<file path="config.mk">
export PLATFORM = sky130hd
export DESIGN_NAME = ext_bus_ctrl
export DESIGN_NICKNAME = d
export VERILOG_FILES = /design/src/verilog/bus_fifo.v /design/src/verilog/ext_bus_ctrl.v
export VERILOG_INCLUDE_DIRS = /design/src /design/src/verilog
export SDC_FILE = /design/constraint.sdc
export NUM_CORES = 2
export LEC_CHECK = 0
export BUFFER_PORTS_ARGS = -buffer_cell sky130_fd_sc_hd__buf_4
export CAP_MARGIN = 15
export CORE_UTILIZATION = 40
export CTS_BUF_LIST = sky130_fd_sc_hd__clkbuf_8 sky130_fd_sc_hd__clkbuf_16
export CTS_CLUSTER_SIZE = 12
export DETAILED_ROUTE_END_ITERATION = 10
export PLACE_DENSITY = 0.52
export SYNTH_ARGS = -nofsm -noshare
export SYNTH_HDL_FRONTEND = slang
export SYNTH_SLANG_ARGS = --single-unit
</file>
<file path="constraint.sdc">
create_clock -name clk_sys_in -period 5.4 [get_ports clk_sys_in]
set_input_delay 0.27 -clock clk_sys_in [delete_from_list [all_inputs] [get_ports clk_sys_in]]
set_output_delay 0.27 -clock clk_sys_in [all_outputs]
set_load 0.02 [all_outputs]
</file>
<file path="src/verilog/ext_bus_defs.vh">
// Constants for the external bus strobe, wait and hold controller
`ifndef EXT_BUS_DEFS_VH
`define EXT_BUS_DEFS_VH
// Data width select pin level for an 8-line bus
`define WIDTH_SEL_8BIT 1'b1
// Strobe style select: 0 byte-enable style, 1 split-write style
`define STYLE_BYTE_ENABLE 1'b0
`define STYLE_SPLIT_WRITE 1'b1
// Area wait enable bit level meaning "with wait state"
`define AREA_WAIT_ON 1'b0
// Bus clock output enable level of the disable bit
`define BUS_CLK_ENABLED 1'b0
// Access size codes
`define SIZE_BYTE 1'b0
`define SIZE_WORD 1'b1
// Bus owners
`define OWN_CPU 2'h0
`define OWN_DMA 2'h1
`define OWN_EXT 2'h2
// Buffer defaults
`define FIFO_DEPTH 32
`define FIFO_AW 5
// Reset levels
`define ADDR_RESET 20'h00000
`define DATA_RESET 16'h0000
`endif
</file>
<file path="src/verilog/bus_fifo.v">
// Request FIFO with parameterised width and depth
`timescale 1ns/1ns
module bus_fifo #(
  parameter WIDTH = 40,
  parameter DEPTH = 32,
  parameter AW = 5
) (
  // Clock and reset
  input wire clk_sys_in,
  input wire rst_in,
  // Fill side
  input wire in_valid_in,
  output wire in_ready_out,
  input wire [WIDTH-1:0] in_data_in,
  // Drain side
  output wire out_valid_out,
  input wire out_ready_in,
  output wire [WIDTH-1:0] out_data_out
);
  reg [WIDTH-1:0] mem [0:DEPTH-1];
  reg [AW-1:0] wr_ptr_q;
  reg [AW-1:0] rd_ptr_q;
  reg [AW:0] count_q;
  wire push;
  wire pop;

  // Honest full and empty from the occupancy count
  assign in_ready_out = (count_q != DEPTH[AW:0]);
  assign out_valid_out = (count_q != {(AW+1){1'b0}});
  assign push = in_valid_in && in_ready_out;
  assign pop = out_valid_out && out_ready_in;
  assign out_data_out = mem[rd_ptr_q];

  // Storage array, no reset needed on data
  always @(posedge clk_sys_in) begin
    if (push) begin
      mem[wr_ptr_q] <= in_data_in;
    end
  end

  // Pointers wrap naturally only when depth is a power of two
  always @(posedge clk_sys_in or posedge rst_in) begin
    if (rst_in) begin
      wr_ptr_q <= {AW{1'b0}};
      rd_ptr_q <= {AW{1'b0}};
      count_q <= {(AW+1){1'b0}};
    end else begin
      if (push) begin
        wr_ptr_q <= wr_ptr_q + 1'b1;
      end
      if (pop) begin
        rd_ptr_q <= rd_ptr_q + 1'b1;
      end
      if (push && !pop) begin
        count_q <= count_q + 1'b1;
      end else if (pop && !push) begin
        count_q <= count_q - 1'b1;
      end
    end
  end
endmodule

</file>
<file path="src/verilog/ext_bus_ctrl.v">
// External bus controller: strobes, address latch, ready waits, hold and priority
//
// Contract
// - 16-bit bus picks byte-enable or split-write strobe set by style select.
// - 8-bit bus uses read and write strobes only; byte-high enable unused.
// - Split-write: read strobe alone reads; low/high/both write strobes per byte.
// - Byte-enable style: byte-high enable and address bit 0 select bytes.
// - Multiplexed area accesses present the address with address latch enable.
// - Ready low at last bus clock falling edge inserts one wait state.
// - During ready wait, all bus outputs hold their accepted levels.
// - Ready sampled high at a falling edge lets the cycle finish.
// - Ready honoured only when the area wait enable bit is zero.
// - Takeover request enters hold only after the current access completes.
// - Hold lasts while takeover request low; grant acknowledge low throughout.
// - Priority is outside takeover, then DMA, then CPU.
// - DMA cannot cut between the two halves of an odd-address word.
// - In hold, bus floats, bus clock runs, latch enable undefined, ack low.
// - Hold floats port groups 0,1,3,4; groups 6 to 10 keep levels.
// - Peripherals run in hold but the watchdog is paused.
// - Width pin high gives 8-line bus, low 16-line; fixed in operation.
// - Bus clock disable zero outputs bus clock at CPU clock frequency.
`timescale 1ns/1ns
`include "ext_bus_defs.vh"
module ext_bus_ctrl #(
  parameter AW = 20,
  parameter DW = 16,
  parameter DEPTH = `FIFO_DEPTH,
  parameter FAW = `FIFO_AW
) (
  // Clock and reset
  input wire clk_sys_in,
  input wire rst_in,
  // Configuration
  input wire width_select_pin_in,
  input wire strobe_style_sel_in,
  input wire bus_clock_out_disable_in,
  input wire [3:0] area_wait_enable_in,
  input wire [3:0] area_mux_in,
  // CPU request side (stream into FIFO)
  input wire cpu_valid_in,
  output wire cpu_ready_out,
  input wire cpu_write_in,
  input wire cpu_size_in,
  input wire [1:0] cpu_area_in,
  input wire [AW-1:0] cpu_addr_in,
  input wire [DW-1:0] cpu_wdata_in,
  // DMA request side
  input wire dma_valid_in,
  output wire dma_ready_out,
  input wire dma_write_in,
  input wire dma_size_in,
  input wire [1:0] dma_area_in,
  input wire [AW-1:0] dma_addr_in,
  input wire [DW-1:0] dma_wdata_in,
  // Completion
  output reg done_out,
  output reg [DW-1:0] rdata_out,
  // External bus pins
  output wire bus_clock_out,
  output reg [AW-1:0] addr_out,
  output wire addr_oe_out,
  output reg [DW-1:0] data_out,
  output wire data_oe_out,
  input wire [DW-1:0] data_in,
  output reg [3:0] chip_select_n_out,
  output reg read_strobe_n_out,
  output reg write_strobe_n_out,
  output reg byte_high_enable_n_out,
  output wire ctl_oe_out,
  output reg addr_latch_enable_out,
  input wire ready_in_n_in,
  input wire bus_takeover_req_n_in,
  output reg bus_grant_ack_n_out,
  // Port groups and peripherals
  input wire [4:0] port_low_oe_in,
  output wire [4:0] port_low_oe_out,
  input wire [4:0] port_high_oe_in,
  input wire [4:0] port_high_val_in,
  output reg [4:0] port_high_oe_out,
  output reg [4:0] port_high_val_out,
  output wire watchdog_run_out
);
  localparam RW = 1 + 1 + 2 + AW + DW;
  localparam ST_IDLE = 6'h01;
  localparam ST_ADDR = 6'h02;
  localparam ST_STRB = 6'h04;
  localparam ST_WAIT = 6'h08;
  localparam ST_END = 6'h10;
  localparam ST_HOLD = 6'h20;

  // Write low/high strobe aliases share pins with write and byte-high
  wire write_low_strobe_n_out;
  wire write_high_strobe_n_out;
  assign write_low_strobe_n_out = write_strobe_n_out;
  assign write_high_strobe_n_out = byte_high_enable_n_out;

  // Synchronised external inputs
  reg rdy_s1_q, rdy_s2_q, hold_s1_q, hold_s2_q;
  reg [DW-1:0] din_s1_q, din_s2_q;
  always @(posedge clk_sys_in or posedge rst_in) begin
    if (rst_in) begin
      rdy_s1_q <= 1'b1;
      rdy_s2_q <= 1'b1;
      hold_s1_q <= 1'b1;
      hold_s2_q <= 1'b1;
      din_s1_q <= `DATA_RESET;
      din_s2_q <= `DATA_RESET;
    end else begin
      rdy_s1_q <= ready_in_n_in;
      rdy_s2_q <= rdy_s1_q;
      hold_s1_q <= bus_takeover_req_n_in;
      hold_s2_q <= hold_s1_q;
      din_s1_q <= data_in;
      din_s2_q <= din_s1_q;
    end
  end

  // CPU requests pass through the FIFO, which stalls the CPU when full
  wire fifo_valid;
  wire fifo_pop;
  wire [RW-1:0] fifo_data;
  bus_fifo #(.WIDTH(RW), .DEPTH(DEPTH), .AW(FAW)) u_fifo (
    .clk_sys_in(clk_sys_in),
    .rst_in(rst_in),
    .in_valid_in(cpu_valid_in),
    .in_ready_out(cpu_ready_out),
    .in_data_in({cpu_write_in, cpu_size_in, cpu_area_in, cpu_addr_in, cpu_wdata_in}),
    .out_valid_out(fifo_valid),
    .out_ready_in(fifo_pop),
    .out_data_out(fifo_data)
  );

  reg [5:0] state_q;
  reg [1:0] owner_q;
  reg wr_q, size_q, split_q, second_q, mux_q, waitok_q;
  reg [1:0] area_q;
  reg [DW-1:0] wdata_q;
  reg fin_q;

  // Fixed priority; DMA blocked while an odd word is half done
  wire ext_req = !hold_s2_q;
  wire at_idle = (state_q == ST_IDLE);
  wire pick_dma = at_idle && !ext_req && !second_q && dma_valid_in;
  wire pick_cpu = at_idle && !ext_req && !pick_dma && fifo_valid && !second_q;
  assign dma_ready_out = pick_dma;
  assign fifo_pop = pick_cpu;
  wire byte_bus = (width_select_pin_in == `WIDTH_SEL_8BIT);

  // Byte lane strobe decode from size and address bit 0
  function [1:0] lanes;
    input sz;
    input a0;
    input bb;
    begin
      if (bb) begin
        lanes = 2'b01;
      end else if (sz == `SIZE_WORD) begin
        lanes = 2'b11;
      end else begin
        lanes = a0 ? 2'b10 : 2'b01;
      end
    end
  endfunction

  wire [1:0] ln = lanes(size_q, addr_out[0], byte_bus);
  wire in_hold = (state_q == ST_HOLD);

  // Bus cycle sequencer
  always @(posedge clk_sys_in or posedge rst_in) begin
    if (rst_in) begin
      state_q <= ST_IDLE;
      owner_q <= `OWN_CPU;
      wr_q <= 1'b0;
      size_q <= `SIZE_BYTE;
      split_q <= 1'b0;
      second_q <= 1'b0;
      mux_q <= 1'b0;
      waitok_q <= 1'b0;
      area_q <= 2'h0;
      wdata_q <= `DATA_RESET;
      addr_out <= `ADDR_RESET;
      data_out <= `DATA_RESET;
      chip_select_n_out <= 4'hf;
      read_strobe_n_out <= 1'b1;
      write_strobe_n_out <= 1'b1;
      byte_high_enable_n_out <= 1'b1;
      addr_latch_enable_out <= 1'b0;
      bus_grant_ack_n_out <= 1'b1;
      done_out <= 1'b0;
      fin_q <= 1'b0;
      rdata_out <= `DATA_RESET;
    end else begin
      // Data pins pass two flops, so read data is taken one cycle after the
      // strobe phase; done waits for it so data and done arrive together
      done_out <= fin_q;
      fin_q <= 1'b0;
      if (fin_q && !wr_q) begin
        rdata_out <= din_s2_q;
      end
      case (state_q)
        ST_IDLE: begin
          read_strobe_n_out <= 1'b1;
          write_strobe_n_out <= 1'b1;
          byte_high_enable_n_out <= 1'b1;
          if (ext_req) begin
            state_q <= ST_HOLD;
            owner_q <= `OWN_EXT;
            bus_grant_ack_n_out <= 1'b0;
            chip_select_n_out <= 4'hf;
          end else if (pick_dma || pick_cpu || second_q) begin
            state_q <= ST_ADDR;
            if (second_q) begin
              // Upper byte of an odd word goes to the next even address
              addr_out <= addr_out + 1'b1;
              size_q <= `SIZE_BYTE;
              data_out <= {8'h00, wdata_q[15:8]};
              second_q <= 1'b0;
            end else begin
              owner_q <= pick_dma ? `OWN_DMA : `OWN_CPU;
              wr_q <= pick_dma ? dma_write_in : fifo_data[RW-1];
              area_q <= pick_dma ? dma_area_in : fifo_data[RW-3:RW-4];
              addr_out <= pick_dma ? dma_addr_in : fifo_data[AW+DW-1:DW];
              wdata_q <= pick_dma ? dma_wdata_in : fifo_data[DW-1:0];
              data_out <= pick_dma ? dma_wdata_in : fifo_data[DW-1:0];
              size_q <= pick_dma ? dma_size_in : fifo_data[RW-2];
              // Odd word splits into two byte accesses
              split_q <= (pick_dma ? dma_size_in : fifo_data[RW-2]) &&
                         (pick_dma ? dma_addr_in[0] : fifo_data[DW]);
            end
          end
        end
        ST_ADDR: begin
          chip_select_n_out <= ~(4'h1 << area_q);
          mux_q <= area_mux_in[area_q];
          waitok_q <= (area_wait_enable_in[area_q] == `AREA_WAIT_ON);
          addr_latch_enable_out <= area_mux_in[area_q];
          if (split_q && !second_q && size_q == `SIZE_WORD) begin
            size_q <= `SIZE_BYTE;
          end
          state_q <= ST_STRB;
        end
        ST_STRB: begin
          addr_latch_enable_out <= 1'b0;
          if (!wr_q) begin
            read_strobe_n_out <= 1'b0;
            write_strobe_n_out <= 1'b1;
            byte_high_enable_n_out <= byte_bus ? 1'b1 :
              (strobe_style_sel_in == `STYLE_SPLIT_WRITE) ? 1'b1 : ~ln[1];
          end else if (strobe_style_sel_in == `STYLE_SPLIT_WRITE && !byte_bus) begin
            read_strobe_n_out <= 1'b1;
            write_strobe_n_out <= ~ln[0];
            byte_high_enable_n_out <= ~ln[1];
          end else begin
            read_strobe_n_out <= 1'b1;
            write_strobe_n_out <= 1'b0;
            byte_high_enable_n_out <= byte_bus ? 1'b1 : ~ln[1];
          end
          state_q <= ST_WAIT;
        end
        ST_WAIT: begin
          // Last sample point of the cycle; outputs left untouched here
          if (!(waitok_q && !rdy_s2_q)) begin
            state_q <= ST_END;
          end
        end
        ST_END: begin
          read_strobe_n_out <= 1'b1;
          write_strobe_n_out <= 1'b1;
          byte_high_enable_n_out <= 1'b1;
          chip_select_n_out <= 4'hf;
          if (split_q && !second_q && size_q == `SIZE_BYTE && addr_out[0]) begin
            second_q <= 1'b1;
          end else begin
            fin_q <= 1'b1;
            split_q <= 1'b0;
          end
          state_q <= ST_IDLE;
        end
        ST_HOLD: begin
          if (!ext_req) begin
            state_q <= ST_IDLE;
            bus_grant_ack_n_out <= 1'b1;
            owner_q <= `OWN_CPU;
          end
        end
        default: begin
          state_q <= ST_IDLE;
        end
      endcase
    end
  end

  // Bus clock follows the CPU clock when enabled
  reg bclk_q;
  always @(posedge clk_sys_in or posedge rst_in) begin
    if (rst_in) begin
      bclk_q <= 1'b0;
    end else begin
      bclk_q <= (bus_clock_out_disable_in == `BUS_CLK_ENABLED);
    end
  end
  assign bus_clock_out = bclk_q & clk_sys_in;

  // Float bus in hold; drive data only on writes
  assign addr_oe_out = !in_hold;
  assign ctl_oe_out = !in_hold;
  assign data_oe_out = !in_hold && wr_q && (state_q != ST_IDLE);

  // Port groups 0,1,3,4 float; groups 6 to 10 freeze at hold acceptance
  assign port_low_oe_out = in_hold ? 5'h00 : port_low_oe_in;
  always @(posedge clk_sys_in or posedge rst_in) begin
    if (rst_in) begin
      port_high_oe_out <= 5'h00;
      port_high_val_out <= 5'h00;
    end else if (!in_hold) begin
      port_high_oe_out <= port_high_oe_in;
      port_high_val_out <= port_high_val_in;
    end
  end

  // Watchdog paused in hold; other peripherals keep running
  assign watchdog_run_out = !in_hold;
endmodule

</file>
==> flow_summary.toml <==
[routing]
vias = 28500
ant_nets = 0
drtIter0Drc = 3065
drcViolationCount = 0
avgRoutedWirePerCell_um = 31.8
first_pass_iters = 7
avgViaCountPerCell = 5.79
wirelength_um = 156000

[die]
start_util_pct = 40.5
io_pins = 212
dieArea_mm2 = 0.139
fp.coreArea_mm2 = 0.136
die_w_um = 373
dieHeight_um = 373
num_rows = 135

[synth]
synth_nets = 2719
ys_ff_latch = 1427
synth.top_cells.by_area = "edfxtp_1 (70%), mux4_2 (15%), dfrtp_1 (6.1%)"
yosys.area.top_type = "edfxtp_1"
synth-main-ff-cell = "edfxtp_1"
ys_warn_count = 0
synthTopCellsByCount = "edfxtp_1 (1280), mux4_2 (361), nand2_1 (135), dfrtp_1 (134), nor2_1 (82)"
synth_area_mm2 = 0.0552
yosysSeqAreaShare_pct = 76.4
synth_edf_count = 1280
synthDistinctLibCells = 67
yosys.area.top_type_share_pct = 69.7
syn-mean-instance-area_um2 = 21.4
synthCells = 2579
yosysMostFrequentCell = "edfxtp_1"
async_flop_share_pct = 10.3

[sta]
hold_viol = 0
final.setup_skew_ps = 19.1
relSlewSlack_pct = 23.6
tightest_slew_ps = 1140
finalSetupTns_ps = 0
drv_slew = 0
min_period_over_period_pct = 71.0
fmax_mhz = 261
period_minus_slack_ps = 3840
rsz0062_at_grt = "false"
finalSetupViolations = 0
hold_ws_ps = 40.7

[critical_path]
startpoint_type = "flop"
critical_path_class = "reg -> reg"
cp.arrival_ps = 4610
cp.required_ps = 6170
crit_top_cell = "mux4_2"
path_max_fanout = 28
cp-end-kind = "flop"
max_stage_delay_ps = 840
crit_chain = "buf_12 > buf_4 > mux4_2 > mux4_2 > mux2i_1 > o221ai_1 > dlygate4sd3_1"
crit_slowest_cell = "dfrtp_4"

[status]
status = "complete, no violations"

[global_route]
grt_max_degree = 114
grt_pass1_wl_um = 222000
grtUsageTotal_pct = 22.6
antenna_found_initial = 10
grt_pass1_vias = 29500
grt_overflow = 0

[finish]
area_delta_synth_final_pct = 18.4
fin_nets = 3167
multiInputGateArea_mm2 = 0.0125
drive_gt1_share_pct = 30.0
seq_area_mm2 = 0.0421
final_core_util_pct = 48.0
nFillCells = 11100

[clock_network]
cts_setup_buffers = 0
cts_hold_buf = 128
cts.reportedPaths.clkPinSlew_ps = 60
cts_tree = "yes"
ctsResizeCount = 0
clock_latency_ps = 890

[hold_path]
hold_class = "in -> reg"

[pwr]
finalPower_mw = 32.1
p_per_area_mw_per_mm2 = 492
power_leakage_nw = 21.9
max-vdd-ir-drop_mv = 0.339

[placed_design]
portBuffers = 211
gp_congestion = 0.887
dp_hpwl_um = 92000

[flow_run]
cap_violations = 0
-- cells by family (layout without fill, tap and decap cells) --
kind of cell	after synthesis	count (layout)	share of synthesized area [%]
other	0	3	0
buffers and inverters	153	702	1.51
XOR/XNOR	14	14	0.222
AND/OR/NAND/NOR	326	326	2.69
flip-flops	1427	1427	76.4
multiplexers	452	452	16.4
adder cells (fa/ha/maj)	12	12	0.286
AO/OA/AOI/OAI	195	195	2.48
-- flip-flops by register name, summed over array words and instances (netlist names), 2 cells and up --
| name | count |
|---|---|
| u_fifo.mem | 1280 |
| addr_out | 20 |
| data_out | 16 |
| din_s1_q | 16 |
| din_s2_q | 16 |
| rdata_out | 16 |
| wdata_q | 8 |
| state_q | 6 |
| u_fifo.count_q | 6 |
| port_high_oe_out | 5 |
| port_high_val_out | 5 |
| u_fifo.rd_ptr_q | 5 |
| u_fifo.wr_ptr_q | 5 |
| chip_select_n_out | 4 |
| area_q | 2 |
-- layout by cell type (no fill, tap or decap), drive strengths merged, types with 34 or more instances in the layout --
cell	n
dfrtp	134
mux4	361
mux2i	69
edfxtp	1280
dlygate4sd3	129
clkbuf	166
nor2	82
clkinv	37
o21ai	34
nand2	135
inv	70
buf	297
-- where the power goes --
part / switching (mW) / total [mW] / internal, mW
logic: 4.89 / 8.81 / 3.92
clock network: 4.18 / 9.61 / 5.43
registers: 0.774 / 13.7 / 13.0
-- metrics by stage --
step / std cells / area, um2 / setup WS (ps)
after floorplan: 2579 / 55200 / 1200
after global placement: 4523 / 59400 / 1810
after detailed placement: 4523 / 59400 / 1680
after CTS: 4907 / 65200 / 1440
after global routing: 4909 / 65300 / 1130
final: 4912 / 65300 / 1560
-- layout make-up --
| class | instances | area share, % |
|---|---|---|
| multi-input combinational | 999 | 19.1 |
| clock inverter | 90 | 0.755 |
| inverter | 20 | 0.126 |
| clock buffer | 167 | 6.20 |
| tap | 1781 | 3.41 |
| antenna | 3 | 0.0115 |
| timing repair buffer | 425 | 5.87 |
| sequential | 1427 | 64.6 |
-- critical path, delay by kind of cell, from the launching register on --
family,cells,cell delay (ps)
flip-flops,1,840
buffers and inverters,3,1180
AO/OA/AOI/OAI,1,170
multiplexers,3,1470
-- per-layer routing --
layer	track usage [%]	share of wire, %
met1	31.8	44
met2	36.3	48
met3	4.20	6.5
met4	5.55	1.9
met5	0	0.018
-- path summary, 6_finish.rpt --
kind | start | endpoint | slack [ps] | cells after the start
worst max-delay path | u_fifo.rd_ptr_q[0] | addr_out[13] | 1560 | 7
worst min-delay path | dma_addr_in[18] | addr_out[18] | 40 | 4
worst max register to register | u_fifo.rd_ptr_q[0] | addr_out[13] | 1560 | 7
worst min register to register | din_s1_q[7] | din_s2_q[7] | 350 | 0
max in group asynchronous | rst_in | byte_high_enable_n_out | 3670 | 6
min in group asynchronous | rst_in | data_out[11] | 470 | 4
Power figures use the tool's default switching activity.
